`config.mk`:
```
export PLATFORM = sky130hd
export DESIGN_NAME = address_breakpoint_unit
export DESIGN_NICKNAME = d
export VERILOG_FILES = /design/src/break_unit_pkg.sv /design/src/address_breakpoint_unit.sv
export SDC_FILE = /design/constraint.sdc
export NUM_CORES = 1
export LEC_CHECK = 0
export BUFFER_PORTS_ARGS = -buffer_cell sky130_fd_sc_hd__buf_2
export CAP_MARGIN = 20
export CORE_AREA = 2 2 85 87
export DETAILED_ROUTE_END_ITERATION = 12
export DIE_AREA = 0 0 87 89
export GPL_TIMING_DRIVEN = 0
export HOLD_SLACK_MARGIN = 0.02
export PLACE_DENSITY_LB_ADDON = 0.1
export SYNTH_ARGS = -nofsm -noshare
export SYNTH_HDL_FRONTEND = slang
export SYNTH_SLANG_ARGS = --single-unit
```
`constraint.sdc`:
```
create_clock -name clk_in -period 4 [get_ports clk_in]
set_clock_uncertainty 0.1 [all_clocks]
set_input_delay 0.2 -clock clk_in [delete_from_list [all_inputs] [get_ports clk_in]]
set_output_delay 0.2 -clock clk_in [all_outputs]
set_load 0.01 [all_outputs]
```
`src/break_unit_pkg.sv`:
```
// constants, types and register map of the address breakpoint unit
// Operation
// RQ1: address equals break address with enable: request
// RQ2: break loads instruction register with swi
// RQ3: vector fffc/fffd user, fefc/fefd monitor
// RQ4: writing one to active bit triggers break
// RQ5: opcode match: instruction waits for routine
// RQ6: operand match: instruction completes first
// RQ7: software break taken before next instruction
// RQ8: return from interrupt ends break state
// RQ9: enable bit seven, read write, reset clear
// RQ10: active bit set on match, write zero clears
// RQ11: routine must clear active bit before return
// RQ12: address bytes held, reset to zero
// RQ13: unchanged address gives no repeated break
// RQ14: software should break on opcode addresses
// RQ15: flags clearable in break only with enable
// RQ16: timer counter stops during break state
// RQ17: watchdog off in break with test voltage
// RQ18: low power keeps enable, never triggers
package break_unit_pkg;
  // register byte addresses
  localparam logic [7:0] OFF_STATUS_CONTROL = 8'h00;
  localparam logic [7:0] OFF_ADDR_HIGH = 8'h04;
  localparam logic [7:0] OFF_ADDR_LOW = 8'h08;
  localparam logic [7:0] OFF_IRQ_STATUS = 8'h0C;
  localparam logic [7:0] OFF_IRQ_MASK = 8'h10;
  localparam logic [7:0] OFF_FLAG_CONTROL = 8'h14;
  // field positions
  localparam int BIT_ENABLE = 7;
  localparam int BIT_ACTIVE = 6;
  localparam int BIT_FLAG_CLEAR_ENABLE = 7;
  localparam int BIT_IRQ_BREAK = 0;
  localparam int BIT_IRQ_EXIT = 1;
  // reset values
  localparam logic [7:0] RESET_BYTE = 8'h00;
  localparam logic [1:0] RESET_IRQ = 2'h0;
  // break vectors
  localparam logic [15:0] VECTOR_USER = 16'hFFFC;
  localparam logic [15:0] VECTOR_MONITOR = 16'hFEFC;
  // axi responses
  localparam logic [1:0] RESP_OKAY = 2'h0;
  localparam logic [1:0] RESP_SLVERR = 2'h2;
  // break sequencer states
  typedef enum logic [3:0] {
    ST_IDLE = 4'b0001,
    ST_PEND = 4'b0010,
    ST_FORCE = 4'b0100,
    ST_BREAK = 4'b1000
  } break_state_t;
  // cpu bus status seen by the unit
  typedef struct packed {
    logic [15:0] addr;
    logic addr_valid;
    logic opcode_fetch;
    logic instr_boundary;
    logic rti_done;
    logic monitor_mode;
    logic low_power;
    logic test_high_voltage;
  } cpu_bus_t;
  // control toward cpu and system integration unit
  typedef struct packed {
    logic breakpoint_request;
    logic force_swi;
    logic [15:0] vector_addr;
    logic break_state;
    logic timer_stop;
    logic watchdog_disable;
    logic flag_clear_allow;
  } core_ctrl_t;
endpackage

```
`src/address_breakpoint_unit.sv`:
```
// address breakpoint unit with axi4-lite register slave
`timescale 1ns/1ps
module address_breakpoint_unit (
  input wire logic clk_in,
  input wire logic rst_in,
  // axi4-lite write address
  input wire logic s_axi_awvalid_in,
  output logic s_axi_awready_out,
  input wire logic [7:0] s_axi_awaddr_in,
  // axi4-lite write data
  input wire logic s_axi_wvalid_in,
  output logic s_axi_wready_out,
  input wire logic [31:0] s_axi_wdata_in,
  input wire logic [3:0] s_axi_wstrb_in,
  // axi4-lite write response
  output logic s_axi_bvalid_out,
  input wire logic s_axi_bready_in,
  output logic [1:0] s_axi_bresp_out,
  // axi4-lite read address
  input wire logic s_axi_arvalid_in,
  output logic s_axi_arready_out,
  input wire logic [7:0] s_axi_araddr_in,
  // axi4-lite read data
  output logic s_axi_rvalid_out,
  input wire logic s_axi_rready_in,
  output logic [31:0] s_axi_rdata_out,
  output logic [1:0] s_axi_rresp_out,
  // cpu side
  input wire break_unit_pkg::cpu_bus_t cpu_in,
  output break_unit_pkg::core_ctrl_t core_out,
  // interrupt level
  output logic irq_out
);

  // decode: is the offset a mapped register
  function automatic logic is_mapped(input logic [7:0] a);
    if (a == break_unit_pkg::OFF_STATUS_CONTROL) begin
      return 1'b1;
    end else if (a == break_unit_pkg::OFF_ADDR_HIGH) begin
      return 1'b1;
    end else if (a == break_unit_pkg::OFF_ADDR_LOW) begin
      return 1'b1;
    end else if (a == break_unit_pkg::OFF_IRQ_STATUS) begin
      return 1'b1;
    end else if (a == break_unit_pkg::OFF_IRQ_MASK) begin
      return 1'b1;
    end else if (a == break_unit_pkg::OFF_FLAG_CONTROL) begin
      return 1'b1;
    end else begin
      return 1'b0;
    end
  endfunction

  // registers
  logic enable_reg; // break enable bit
  logic active_reg; // break active bit
  logic [7:0] addr_high_reg; // break address upper byte
  logic [7:0] addr_low_reg; // break address lower byte
  logic [1:0] irq_status_reg; // sticky events
  logic [1:0] irq_mask_reg; // event mask
  logic flag_clear_enable_reg; // flag clear enable in break
  logic armed_reg; // match allowed for current address
  break_unit_pkg::break_state_t state_reg; // break sequencer
  break_unit_pkg::break_state_t state_next;

  // write channel holding registers
  logic aw_held_reg; // address taken, waiting
  logic w_held_reg; // data taken, waiting
  logic [7:0] aw_addr_reg;
  logic [31:0] w_data_reg;
  logic [3:0] w_strb_reg;

  // write commit when both halves are held
  logic wr_do;
  logic wr_lane0;
  logic [7:0] wr_byte;
  logic sw_trigger; // software write of one to active bit
  logic sw_clear_active; // software write of zero to active bit
  logic addr_written; // either address byte written

  // match and break events
  logic addr_match;
  logic hw_match;
  logic break_taken; // entry into break sequence
  logic break_exit; // return from interrupt ends break

  // write path decode
  assign wr_do = aw_held_reg && w_held_reg && !s_axi_bvalid_out;
  assign wr_lane0 = wr_do && w_strb_reg[0];
  assign wr_byte = w_data_reg[7:0];
  // RQ4: software write triggers break
  assign sw_trigger = wr_lane0 &&
    (aw_addr_reg == break_unit_pkg::OFF_STATUS_CONTROL) &&
    wr_byte[break_unit_pkg::BIT_ACTIVE];
  assign sw_clear_active = wr_lane0 &&
    (aw_addr_reg == break_unit_pkg::OFF_STATUS_CONTROL) &&
    !wr_byte[break_unit_pkg::BIT_ACTIVE];
  assign addr_written = wr_lane0 &&
    ((aw_addr_reg == break_unit_pkg::OFF_ADDR_HIGH) ||
     (aw_addr_reg == break_unit_pkg::OFF_ADDR_LOW));

  // RQ1: compare cpu address with break address
  assign addr_match = (cpu_in.addr == {addr_high_reg, addr_low_reg});
  // RQ18: no match while address is frozen in low power
  assign hw_match = enable_reg && armed_reg && cpu_in.addr_valid &&
    !cpu_in.low_power && addr_match &&
    (state_reg == break_unit_pkg::ST_IDLE);
  assign break_taken = hw_match ||
    (sw_trigger && (state_reg == break_unit_pkg::ST_IDLE));
  assign break_exit = (state_reg == break_unit_pkg::ST_BREAK) &&
    cpu_in.rti_done;

  // write address channel
  always_ff @(posedge clk_in) begin
    if (rst_in) begin
      aw_held_reg <= 1'b0;
      aw_addr_reg <= 8'h00;
      s_axi_awready_out <= 1'b0;
    end else if (s_axi_awvalid_in && s_axi_awready_out) begin
      // address taken, stop accepting
      aw_held_reg <= 1'b1;
      aw_addr_reg <= s_axi_awaddr_in;
      s_axi_awready_out <= 1'b0;
    end else if (s_axi_bvalid_out && s_axi_bready_in) begin
      // response done, free for next
      aw_held_reg <= 1'b0;
    end else begin
      s_axi_awready_out <= !aw_held_reg && !s_axi_awready_out;
    end
  end

  // write data channel
  always_ff @(posedge clk_in) begin
    if (rst_in) begin
      w_held_reg <= 1'b0;
      w_data_reg <= 32'h0000_0000;
      w_strb_reg <= 4'h0;
      s_axi_wready_out <= 1'b0;
    end else if (s_axi_wvalid_in && s_axi_wready_out) begin
      // data taken, stop accepting
      w_held_reg <= 1'b1;
      w_data_reg <= s_axi_wdata_in;
      w_strb_reg <= s_axi_wstrb_in;
      s_axi_wready_out <= 1'b0;
    end else if (s_axi_bvalid_out && s_axi_bready_in) begin
      w_held_reg <= 1'b0;
    end else begin
      s_axi_wready_out <= !w_held_reg && !s_axi_wready_out;
    end
  end

  // write response
  always_ff @(posedge clk_in) begin
    if (rst_in) begin
      s_axi_bvalid_out <= 1'b0;
      s_axi_bresp_out <= break_unit_pkg::RESP_OKAY;
    end else if (wr_do) begin
      // answer the cycle after both halves are held
      s_axi_bvalid_out <= 1'b1;
      if (is_mapped(aw_addr_reg)) begin
        s_axi_bresp_out <= break_unit_pkg::RESP_OKAY;
      end else begin
        s_axi_bresp_out <= break_unit_pkg::RESP_SLVERR;
      end
    end else if (s_axi_bvalid_out && s_axi_bready_in) begin
      s_axi_bvalid_out <= 1'b0;
    end
  end

  // RQ9: enable bit is read write and reset clear
  always_ff @(posedge clk_in) begin
    if (rst_in) begin
      enable_reg <= 1'b0;
    end else if (wr_lane0 &&
        (aw_addr_reg == break_unit_pkg::OFF_STATUS_CONTROL)) begin
      enable_reg <= wr_byte[break_unit_pkg::BIT_ENABLE];
    end
  end

  // RQ10: active bit set by match, cleared by write zero
  always_ff @(posedge clk_in) begin
    if (rst_in) begin
      active_reg <= 1'b0;
    end else if (hw_match || sw_trigger) begin
      // set wins over a simultaneous clear
      active_reg <= 1'b1;
    end else if (sw_clear_active) begin
      active_reg <= 1'b0;
    end
  end

  // RQ12: break address bytes, cleared by reset
  always_ff @(posedge clk_in) begin
    if (rst_in) begin
      addr_high_reg <= break_unit_pkg::RESET_BYTE;
      addr_low_reg <= break_unit_pkg::RESET_BYTE;
    end else if (wr_lane0) begin
      if (aw_addr_reg == break_unit_pkg::OFF_ADDR_HIGH) begin
        addr_high_reg <= wr_byte;
      end else if (aw_addr_reg == break_unit_pkg::OFF_ADDR_LOW) begin
        addr_low_reg <= wr_byte;
      end
    end
  end

  // RQ13: a hit disarms the address until it is rewritten
  always_ff @(posedge clk_in) begin
    if (rst_in) begin
      armed_reg <= 1'b1;
    end else if (addr_written) begin
      armed_reg <= 1'b1;
    end else if (hw_match) begin
      armed_reg <= 1'b0;
    end
  end

  // own control registers: mask and flag clear enable
  always_ff @(posedge clk_in) begin
    if (rst_in) begin
      irq_mask_reg <= break_unit_pkg::RESET_IRQ;
      flag_clear_enable_reg <= 1'b0;
    end else if (wr_lane0) begin
      if (aw_addr_reg == break_unit_pkg::OFF_IRQ_MASK) begin
        irq_mask_reg <= wr_byte[1:0];
      end else if (aw_addr_reg == break_unit_pkg::OFF_FLAG_CONTROL) begin
        flag_clear_enable_reg <= wr_byte[break_unit_pkg::BIT_FLAG_CLEAR_ENABLE];
      end
    end
  end

  // sticky event bits, write one to clear, set wins
  always_ff @(posedge clk_in) begin
    if (rst_in) begin
      irq_status_reg <= break_unit_pkg::RESET_IRQ;
    end else begin
      for (int i = 0; i < 2; i++) begin
        if ((i == break_unit_pkg::BIT_IRQ_BREAK && break_taken) ||
            (i == break_unit_pkg::BIT_IRQ_EXIT && break_exit)) begin
          irq_status_reg[i] <= 1'b1;
        end else if (wr_lane0 && wr_byte[i] &&
            (aw_addr_reg == break_unit_pkg::OFF_IRQ_STATUS)) begin
          irq_status_reg[i] <= 1'b0;
        end
      end
    end
  end

  // interrupt level from a flop
  always_ff @(posedge clk_in) begin
    if (rst_in) begin
      irq_out <= 1'b0;
    end else begin
      irq_out <= |(irq_status_reg & irq_mask_reg);
    end
  end

  // break sequencer next state
  always_comb begin
    state_next = state_reg;
    case (state_reg)
      break_unit_pkg::ST_IDLE: begin
        // RQ5: opcode hit replaces the fetched instruction now
        if (hw_match && cpu_in.opcode_fetch) begin
          state_next = break_unit_pkg::ST_FORCE;
        end else if (break_taken) begin
          // RQ6: operand hit lets the instruction finish
          // RQ7: software break waits for the next boundary
          state_next = break_unit_pkg::ST_PEND;
        end
      end
      break_unit_pkg::ST_PEND: begin
        // take the break at the instruction boundary
        if (cpu_in.instr_boundary) begin
          state_next = break_unit_pkg::ST_FORCE;
        end
      end
      break_unit_pkg::ST_FORCE: begin
        // one cycle of swi injection then routine runs
        state_next = break_unit_pkg::ST_BREAK;
      end
      break_unit_pkg::ST_BREAK: begin
        // RQ8: return from interrupt ends break state
        if (cpu_in.rti_done) begin
          state_next = break_unit_pkg::ST_IDLE;
        end
      end
      default: begin
        state_next = break_unit_pkg::ST_IDLE;
      end
    endcase
  end

  // break sequencer state
  always_ff @(posedge clk_in) begin
    if (rst_in) begin
      state_reg <= break_unit_pkg::ST_IDLE;
    end else begin
      state_reg <= state_next;
    end
  end

  // control toward cpu and system integration unit
  always_ff @(posedge clk_in) begin
    if (rst_in) begin
      core_out.breakpoint_request <= 1'b0;
      core_out.force_swi <= 1'b0;
      core_out.vector_addr <= break_unit_pkg::VECTOR_USER;
      core_out.break_state <= 1'b0;
      core_out.timer_stop <= 1'b0;
      core_out.watchdog_disable <= 1'b0;
      core_out.flag_clear_allow <= 1'b1;
    end else begin
      // RQ1: request toward system integration unit
      core_out.breakpoint_request <= (state_next != break_unit_pkg::ST_IDLE);
      // RQ2: swi opcode forced into instruction register
      core_out.force_swi <= (state_next == break_unit_pkg::ST_FORCE);
      // RQ3: break vector by operating mode
      if (cpu_in.monitor_mode) begin
        core_out.vector_addr <= break_unit_pkg::VECTOR_MONITOR;
      end else begin
        core_out.vector_addr <= break_unit_pkg::VECTOR_USER;
      end
      core_out.break_state <= (state_next == break_unit_pkg::ST_BREAK) ||
        (state_next == break_unit_pkg::ST_FORCE);
      // RQ16: timer counter frozen during break
      core_out.timer_stop <= (state_next == break_unit_pkg::ST_BREAK) ||
        (state_next == break_unit_pkg::ST_FORCE);
      // RQ17: watchdog off in break with test voltage
      core_out.watchdog_disable <= cpu_in.test_high_voltage &&
        ((state_next == break_unit_pkg::ST_BREAK) ||
         (state_next == break_unit_pkg::ST_FORCE));
      // RQ15: module flags clearable in break only if enabled
      core_out.flag_clear_allow <= flag_clear_enable_reg ||
        !((state_next == break_unit_pkg::ST_BREAK) ||
          (state_next == break_unit_pkg::ST_FORCE));
    end
  end

  // read channel
  always_ff @(posedge clk_in) begin
    if (rst_in) begin
      s_axi_arready_out <= 1'b0;
      s_axi_rvalid_out <= 1'b0;
      s_axi_rdata_out <= 32'h0000_0000;
      s_axi_rresp_out <= break_unit_pkg::RESP_OKAY;
    end else if (s_axi_arvalid_in && s_axi_arready_out) begin
      // answer the cycle after the address is taken
      s_axi_arready_out <= 1'b0;
      s_axi_rvalid_out <= 1'b1;
      s_axi_rresp_out <= is_mapped(s_axi_araddr_in) ?
        break_unit_pkg::RESP_OKAY : break_unit_pkg::RESP_SLVERR;
      if (s_axi_araddr_in == break_unit_pkg::OFF_STATUS_CONTROL) begin
        s_axi_rdata_out <= {24'h00_0000, enable_reg, active_reg, 6'h00};
      end else if (s_axi_araddr_in == break_unit_pkg::OFF_ADDR_HIGH) begin
        s_axi_rdata_out <= {24'h00_0000, addr_high_reg};
      end else if (s_axi_araddr_in == break_unit_pkg::OFF_ADDR_LOW) begin
        s_axi_rdata_out <= {24'h00_0000, addr_low_reg};
      end else if (s_axi_araddr_in == break_unit_pkg::OFF_IRQ_STATUS) begin
        s_axi_rdata_out <= {30'h0, irq_status_reg};
      end else if (s_axi_araddr_in == break_unit_pkg::OFF_IRQ_MASK) begin
        s_axi_rdata_out <= {30'h0, irq_mask_reg};
      end else if (s_axi_araddr_in == break_unit_pkg::OFF_FLAG_CONTROL) begin
        s_axi_rdata_out <= {24'h00_0000, flag_clear_enable_reg, 7'h00};
      end else begin
        s_axi_rdata_out <= 32'h0000_0000;
      end
    end else if (s_axi_rvalid_out) begin
      // hold data until taken
      if (s_axi_rready_in) begin
        s_axi_rvalid_out <= 1'b0;
      end
    end else begin
      s_axi_arready_out <= !s_axi_arready_out;
    end
  end

endmodule

```
==> results.toml, run 1 <==
[place]
io_buffers = 74
gp_congestion = 0.885
hpwlAfterDp_mm = 5.95
dpl_worst_slack_ns = 1.80

[layout]
area_growth_syn_to_layout_pct = 30.2
nets = 621
drive_gt1_share_pct = 25.7
diodes = 0
final_core_util_pct = 65.0

[yosys]
dominantRegCellSynth = "dfxtp_1"
syn-mean-instance-area_um2 = 8.54
ys_types = 48
synth_edf_count = 0
yosys_warnings = 0
synth_seq_cells = 69
synthArstFlopShare_pct = 0
synthCells = 393
synthesis.area_um2 = 3360
seq_area_frac_synth_pct = 41.2

[setup_path]
worst_setup_path_end_kind = "flip-flop"
crit_family = "simple AND/OR/NAND/NOR gates"
r2r-start = "state_reg[3]"
cp_slowest_cell = "or4b_4"
crit_fanout = 6
slowest_delay_ns = 0.60
critPathKind = "flip-flop to flip-flop"
cp-startpoint = "state_reg[3]"
worst_setup_path_start_kind = "flip-flop"
critPathBufInv = 0
timing.critical_path.cells = "or4b_4 > nor4_2 > nand3_1 > or2_4 > a211o_1"
crit_required_ns = 4.14
worstPathArrival_ns = 2.34

[timing]
setup_tns_ns = 0
worstMarginPinSlew_ns = 0.727
setup_viol = 0
setup_slack_ns = 1.81
hold_viol_final = 0
fmax_ghz = 0.456
max_slew_margin_pct = 50.8
rsz0062_at_grt = "no"
maxSlewViolCount = 0
timing.final.crit_share_pct = 54.8
layout_min_cycle_time_ns = 2.19
hold_slack_ns = 0.0299

[drt]
antenna_left = 0
drtPass1Iterations = 4
routedWlPerCell_um = 13.2
num_vias = 3044
route.detailed.drc = 0
wl_mm = 8.22
drt-initial-drc-count = 99
viasPerCell = 4.88

[clock_network]
cts.sinks = 69
h-tree-depth = 3
root_buffer = "clkbuf_8"
path_clk_slew_ns = 0.07
clock_path_buffers = 2
cts_tree = "done"
cts_buffers = 9
clkLatencyLatePin_ns = 0.35

[hold_path]
worstHoldStart = "cpu_in[4]"
hp-class = "input pin to flip-flop"

[floorplan]
start_util_pct = 49.9
core-area_um2 = 6720
rows = 30
die_y_um = 89
dieArea_um2 = 7740
die_w_um = 87
io_pins = 146

[global_route]
grt_pass1_wl_mm = 12.7
overflow = 0
antenna_found_initial = 0
grt_pass1_vias = 2689
grt_use_total_pct = 21.5
grt_max_degree = 12

[run_status]
outcome = "completed"

[power_and_ir_drop]
cellPowerDensity_nw_per_um2 = 326
power.leakage_nw = 2.07
total_power_mw = 1.42
ir_drop_v = 0.000227

[run]
cap_viol_max_count = 0
## report_power, final
group | internal, mW | total [mW] | leakage (nW) | switching (mW)
Clock | 0.253 | 0.516 | 0.0986 | 0.263
Combinational | 0.0919 | 0.190 | 1.41 | 0.0976
Sequential | 0.703 | 0.719 | 0.559 | 0.0163
## worst paths after layout
| check | endpoint | slack, ns | depth (start not counted) |
|---|---|---|---|
| worst min register to register | s_axi_rdata_out[0] | 0.33 | 2 |
| worst min-delay path | state_reg[2] | 0.03 | 3 |
| worst max-delay path | armed_reg | 1.81 | 5 |
| worst max register to register | armed_reg | 1.81 | 5 |
## synth_stat cells (all sizes together), types with 2 or more instances
master	n	area share, %
a21oi	34	5.1
dfxtp	69	41
nand2	49	5.5
o211ai	3	0.67
a211oi	2	0.45
a31oi	2	0.37
o22ai	2	0.37
mux2i	22	6.6
nand4	3	0.56
nor3	7	1.0
nor2	35	3.9
nor3b	3	0.67
and2	3	0.56
a22o	8	2.1
a22oi	3	0.67
clkbuf	13	1.5
nor4	10	2.5
nor4b	2	0.52
nor2b	8	1.5
nand4b	2	0.52
nand3	13	1.9
buf	45	9.8
nand2b	6	1.1
conb	2	0.22
xor2	17	4.4
inv	4	0.45
o21ai	8	1.2
or4	3	0.78
## cells by family after synthesis
family	count (synthesis)	share of synthesized area [%]
simple gates	150	22.7
compound gates	70	12.9
buf+inv	62	11.7
flops	69	41.2
xor+xnor	18	4.70
mux	22	6.56
other cells	2	0.224
## per-stage QoR
| stage | std cells | cell area (um2) |
|---|---|---|
| final | 624 | 4370 |
| after global routing | 624 | 4370 |
| after floorplan | 432 | 3500 |
| after global placement | 586 | 3970 |
| after CTS | 624 | 4370 |
| after detailed placement | 586 | 3970 |
## metal layers
metal / part of all wire (%) / wire length, um / track usage (%) / vias up
met4: 1.6 / 134 / 11.9 / 0
li1: - / - / - / 1580
met2: 46 / 3770 / 34.9 / 107
met1: 46 / 3810 / 27.1 / 1349
met5: 0 / 0 / 0 / -
met3: 6.1 / 504 / 3.79 / 8
## repair_timing
action | in CTS | in global routing
hold buffers | 22 | 0
setup endpoints to repair | 0 | 0
endpoints found under the hold margin | 22 | 0
buffers inserted | 0 | 0
gates resized for setup | 0 | 0
## final cells by class
type,instances,area (um2)
Multi-Input combinational cell,301,1730
Clock buffer,11,151
Fill cell,613,2350
Sequential cell,69,1380
Tap cell,80,100
Clock inverter,5,25.0
Timing Repair Buffer,96,591
Buffer,58,378
Inverter,4,15.0
## worst min-delay path: cells and delay by family
| kind | cells | cell delay (ns) |
|---|---|---|
| buf+inv | 1 | 0.09 |
| simple gates | 1 | 0.08 |
| compound gates | 1 | 0.08 |
## placed cells by master, fill, tap and decap left out, drive strengths merged, types with 13 or more instances in the layout
| cell type | instances |
|---|---|
| conb | 41 |
| mux2i | 22 |
| nor2 | 35 |
| xor2 | 17 |
| buf | 119 |
| nand3 | 13 |
| clkbuf | 24 |
| a21oi | 34 |
| dlygate4sd3 | 22 |
| dfxtp | 69 |
| nand2 | 49 |
No activity file was read; power rests on OpenSTA's default activity.
==> inputs of run 2 (changes only) <==
ABC_AREA = 1   (was default)
CORE_AREA = 2 2 93 95   (was 2 2 85 87)
DIE_AREA = 0 0 95 97   (was 0 0 87 89)
clock period = 1.8 ns   (was 4 ns; I/O delays follow)
==> run 2 against run 1 <==
Effect of this change:
- total power rose to 2.6 times the previous value
- worst setup slack got worse by 1.7 ns
- die area rose by 19%
- utilization fell by 8.2 points
- sequential share of layout area fell by 1.7 points
- synthesized area rose by 2.2%
- routed wire length rose by 2.7%
- register-to-register slack got worse by 1.7 ns
- first-iteration DRC count rose by 22%
- critical path depth rose by 1
==> results.toml, run 2 <==
[setup_path]
crit_required_ns = 1.96
worstPathArrival_ns = 1.89
reg2reg_depth = 11
worst_setup_path_start_kind = "input pin"
worst_setup_path_end_kind = "flip-flop"
critPathKind = "input pin to flip-flop"
crit_fanout = 7

[timing]
timing.final.crit_share_pct = 96.1
max_slew_margin_pct = 64.7
hold_slack_ns = 0.0364
setup_tns_ns = 0
maxSlewViolCount = 0
setup_viol = 0
rsz0062_at_grt = "no"
fmax_ghz = 0.578
setup_slack_ns = 0.0698
hold_viol_final = 0
worstMarginPinSlew_ns = 0.530
layout_min_cycle_time_ns = 1.73

[yosys]
ys_types = 36
synthCells = 468
synth_edf_count = 0
yosys.area_share.adder_pct = 0
syn-mean-instance-area_um2 = 7.33
synthesis.area_um2 = 3430
synth_top_family_by_area = "simple AND/OR/NAND/NOR gates"
synthArstFlopShare_pct = 0
synth-simple-area-share_pct = 22.8
dominantRegCellSynth = "dfxtp_1"
synth_seq_cells = 69
synth_compound_area_share_pct = 17.0
synth_top_area_share_pct = 40.3
synth_xor_area_share_pct = 1.79
synth_area_leader_cell = "dfxtp_1"
yosys_warnings = 0
synthMuxAreaShare_pct = 0
synth_common_cells = "80 x nand2_1, 69 x dfxtp_1, 63 x inv_1"
synth.most_common_cell = "nand2_1"
ys_top_cells_by_area = "dfxtp_1 40%, buf_4 9.2%, nand2_1 8.8%"
seq_area_frac_synth_pct = 40.3

[global_route]
grt_max_degree = 12
overflow = 0
grt_pass1_wl_mm = 13.4
grt_use_total_pct = 18.3
grt_pass1_vias = 2924
antenna_found_initial = 0

[clock_network]
root_buffer = "clkbuf_8"
cts_tree = "done"
cts.sinks = 69
clkLatencyLatePin_ns = 0.33
cts_buffers = 9
clock_path_buffers = 2
h-tree-depth = 3
path_clk_slew_ns = 0.07

[drt]
num_vias = 3341
route.detailed.drc = 0
drt-initial-drc-count = 121
wl_mm = 8.44
drtPass1Iterations = 5
routedWlPerCell_um = 11.5
antenna_left = 0
viasPerCell = 4.56

[floorplan]
rows = 33
io_pins = 146
die_y_um = 97
start_util_pct = 42.2
die_w_um = 95
core-area_um2 = 8130
dieArea_um2 = 9220

[layout]
area_growth_syn_to_layout_pct = 34.7
fin_area_um2 = 4620
diodes = 0
nets = 705
layout_common_cells = "80 x nand2_1, 78 x buf_2, 67 x dfxtp_1, 63 x inv_1, 47 x o21ai_0"
final_common_cell = "nand2_1"
drive_gt1_share_pct = 26.0
fill_cells = 821

[power_and_ir_drop]
power.leakage_nw = 2.21
ir_drop_v = 0.000426
cellPowerDensity_nw_per_um2 = 791

[place]
hpwlAfterDp_mm = 6.58
io_buffers = 76
dpl-instance-area_um2 = 4090
gp_congestion = 0.889
dpl_worst_slack_ns = 0.148

[run_status]
outcome = "completed"

[run]
cap_viol_max_count = 0

[hold_path]
hold_depth = 3
hp-class = "input pin to flip-flop"
[run 2: changes by cell type after synthesis, sizes merged, moves of 4 or more]
cell    delta
mux2i     -22
nand2     +34
clkbuf     -7
nor2b      -8
o21ai     +47
a31oi      +4
nor4       -7
a21oi      +8
a22o       -8
nand2b     -6
nand3     +13
inv       +62
xor2      -12
[run 2: repair_timing]
item                       in CTS  in global routing
setup endpoints to repair       0                  2
setup buffers                   0                  0
hold buffers                   29                  0
resized for setup               0                  2
hold endpoints to repair       27                  0
[run 2: layout make-up]
type / instances / area [um2] / area share, %
timing repair buffer: 105 / 671 / 14.5
multi-input combinational: 320 / 1580 / 34.3
clock inverter: 4 / 95.1 / 2.06
buffer: 51 / 359 / 7.77
tap: 105 / 131 / 2.84
inverter: 67 / 253 / 5.47
clock buffer: 12 / 145 / 3.14
sequential: 69 / 1380 / 29.9
[run 2: kinds of logic (layout without fill, tap and decap cells)]
family | count (synthesis) | count (layout)
and+or+nand+nor | 162 | 162
other | 2 | 41
AOI/OAI and AO/OA | 110 | 110
DFF | 69 | 69
buffers and inverters | 118 | 239
xor gates and xnor gates | 7 | 7
[run 2: final timing paths]
| check | startpoint | endpoint | slack, ns |
|---|---|---|---|
| max reg2reg | addr_high_reg[3] | core_out[0] | 0.15 |
| min reg2reg | s_axi_rdata_out[2] | s_axi_rdata_out[2] | 0.35 |
| min | s_axi_arvalid_in | s_axi_rvalid_out | 0.04 |
| max | s_axi_araddr_in[2] | s_axi_rdata_out[6] | 0.07 |
[run 2: stage by stage]
step,cells,utilization [%],total power [mW]
6_report,733,56.8,3.65
5_1_grt,733,56.8,3.81
4_1_cts,733,56.8,3.68
3_5_place_dp,688,50.3,2.12
3_3_place_gp,688,50.3,2.11
2_1_floorplan,507,-,1.97
[run 2: power breakdown]
part	total, mW	switching [mW]	leakage, nW	internal [mW]
clock network	1.52	0.566	0.121	0.958
logic	0.515	0.281	1.53	0.233
registers	1.62	0.0355	0.561	1.58
total	3.65	0.883	2.21	2.77
[run 2: worst max-delay path: stages]
cell           delay (ns)
dlygate4sd3_1        0.54
buf_2                0.15
nor3_4               0.26
nand3_1              0.12
dlygate4sd3_1        0.58
a31oi_1              0.15
[run 2: per-layer routing]
layer	part of all wire, %	track usage (%)	vias to the layer above
li1	-	-	1746
met1	45	24.5	1468
met2	46	29.6	121
met3	7.4	3.12	6
met4	0.94	6.35	0
met5	0	0	-
==> inputs of run 3 (changes only) <==
CORE_AREA = 2 2 101 79   (was 2 2 93 95)
DIE_AREA = 0 0 103 81   (was 0 0 95 97)
clock period = 1.7 ns   (was 1.8 ns; I/O delays follow)
==> run 3 against run 2 <==
Effect of this change:
- utilization rose by 4.6 points
- final cell count rose by 0.27%
- routed wire length rose by 1.9%
- die area fell by 9.5%
- total power fell by 2.6%
- largest power group unchanged
==> results.toml, run 3 (synthesis results as in run 2) <==
[clock_network]
h-tree-depth = 3
cts.sinks = 69
root_buffer = "clkbuf_8"
cts_buffers = 9
path_clk_slew_ns = 0.07
post_cts_buffers = 0
clock_path_buffers = 2
clkLatencyLatePin_ns = 0.34
cts_tree = "done"

[drt]
route.detailed.drc = 0
drtPass1Iterations = 4
antenna_left = 0
routedWlPerCell_um = 11.7
viasPerCell = 4.57
wl_mm = 8.59
drt-initial-drc-count = 140
num_vias = 3361

[power_and_ir_drop]
p_int_mw = 2.65
p_clk_share_pct = 36.4
power.leakage_nw = 2.19
swShare_pct = 25.7
total_power_mw = 3.56
p_switching_mw = 0.914
seq_power_share_pct = 48.1
ir_drop_v = 0.000537
cellPowerDensity_nw_per_um2 = 773
pwr-share-comb_pct = 15.5

[floorplan]
core-area_um2 = 7500
die_y_um = 81
dieArea_um2 = 8340
io_pins = 146
rows = 28
die_w_um = 103
start_util_pct = 45.7

[layout]
final_common_cell = "buf_2"
drive_gt1_share_pct = 26.7
layout_common_cells = "78 x buf_2, 77 x nand2_1, 63 x inv_1, 63 x dfxtp_1, 47 x o21ai_0"
fill_cells = 745
fin_area_um2 = 4600
nets = 707
area_growth_syn_to_layout_pct = 34.3
diodes = 0

[global_route]
antenna_found_initial = 0
overflow = 0
grt_use_total_pct = 21.2
grt_pass1_wl_mm = 13.5
grt_max_degree = 11
grt_pass1_vias = 2905

[place]
gp_congestion = 0.842
hpwlAfterDp_mm = 6.59
dpl-instance-area_um2 = 4090
dpl_worst_slack_ns = 0.0834
io_buffers = 76

[timing]
rsz0062_at_grt = "no"
timing.final.crit_share_pct = 92.8
worstMarginPinSlew_ns = 0.571
layout_min_cycle_time_ns = 1.58
max_slew_margin_pct = 61.6
setup_tns_ns = 0
setup_viol = 0
setup_slack_ns = 0.123
maxSlewViolCount = 0
hold_viol_final = 0
fmax_ghz = 0.634

[run_status]
outcome = "completed"

[setup_path]
r2r-start = "aw_addr_reg[6]"
cp-endpoint = "addr_high_reg[5]"
critPathKind = "flip-flop to flip-flop"
cp-startpoint = "aw_addr_reg[6]"
worstPathArrival_ns = 1.68
worst_setup_path_end_kind = "flip-flop"
rrSetupSlack_ns = 0.12
worst_setup_path_start_kind = "flip-flop"
crit_required_ns = 1.80
regToRegEndpoint = "addr_high_reg[5]"
crit_fanout = 9
reg2reg_depth = 6

[hold_path]
hp-class = "input pin to flip-flop"

[run]
cap_viol_max_count = 0
==> run 3: worst min path at each step <==
stage                     slack [ns]  cells after the start                 end             start
final                           0.04                      4  s_axi_rdata_out[3]  s_axi_arvalid_in
after floorplan                 0.05                      1        core_out[12]         cpu_in[2]
after detailed placement        0.15                      2        core_out[12]         cpu_in[2]
after global routing            0.05                      4          w_held_reg   s_axi_bready_in
after global placement          0.15                      2        core_out[12]         cpu_in[2]
after CTS                       0.03                      4  s_axi_rdata_out[3]  s_axi_arvalid_in
==> run 3: layout make-up <==
cell class | count | area, um2 | area share [%]
inverter | 67 | 253 | 5.49
clock inverter | 1 | 30.0 | 0.652
timing repair buffer | 107 | 691 | 15.0
clock buffer | 15 | 156 | 3.40
multi-input combinational | 320 | 1590 | 34.6
sequential | 69 | 1390 | 30.2
tap | 105 | 131 | 2.85
buffer | 51 | 359 | 7.80
==> run 3: power by group through the flow <==
stage	Combinational, mW	Clock [mW]	Sequential [mW]
finish	0.553	1.30	1.71
global route	0.617	1.40	1.72
CTS	0.548	1.32	1.71
detailed placement	0.494	0	1.75
global placement	0.484	0	1.75
floorplan	0.331	0	1.75
==> run 3: routing by layer <==
layer	global-route usage, %	routed length (um)
met2	33.8	3830
met5	0	0
met4	4.61	70
met3	6.97	625
met1	28.2	4070
==> run 3: critical path, cell delays in order (launching register included) <==
cell     delay [ns]
dfxtp_1        0.30
inv_1          0.07
nand3_2        0.13
nor2_4         0.13
inv_2          0.07
nor4_4         0.50
a21oi_1        0.13
==> run 3: repair_timing <==
item                                    CTS  global route
endpoints found under the setup margin    0            16
gates resized for setup                   0            11
hold buffers                             31             0
endpoints found under the hold margin    27             0
==> run 3: stage by stage <==
step	cells	hold slack (ns)	utilization (%)
floorplan	507	0.0543	-
CTS	735	0.0254	61.1
detailed placement	688	0.153	54.5
global placement	688	0.152	54.5
finish	735	0.0391	61.4
global route	735	0.0496	61.4
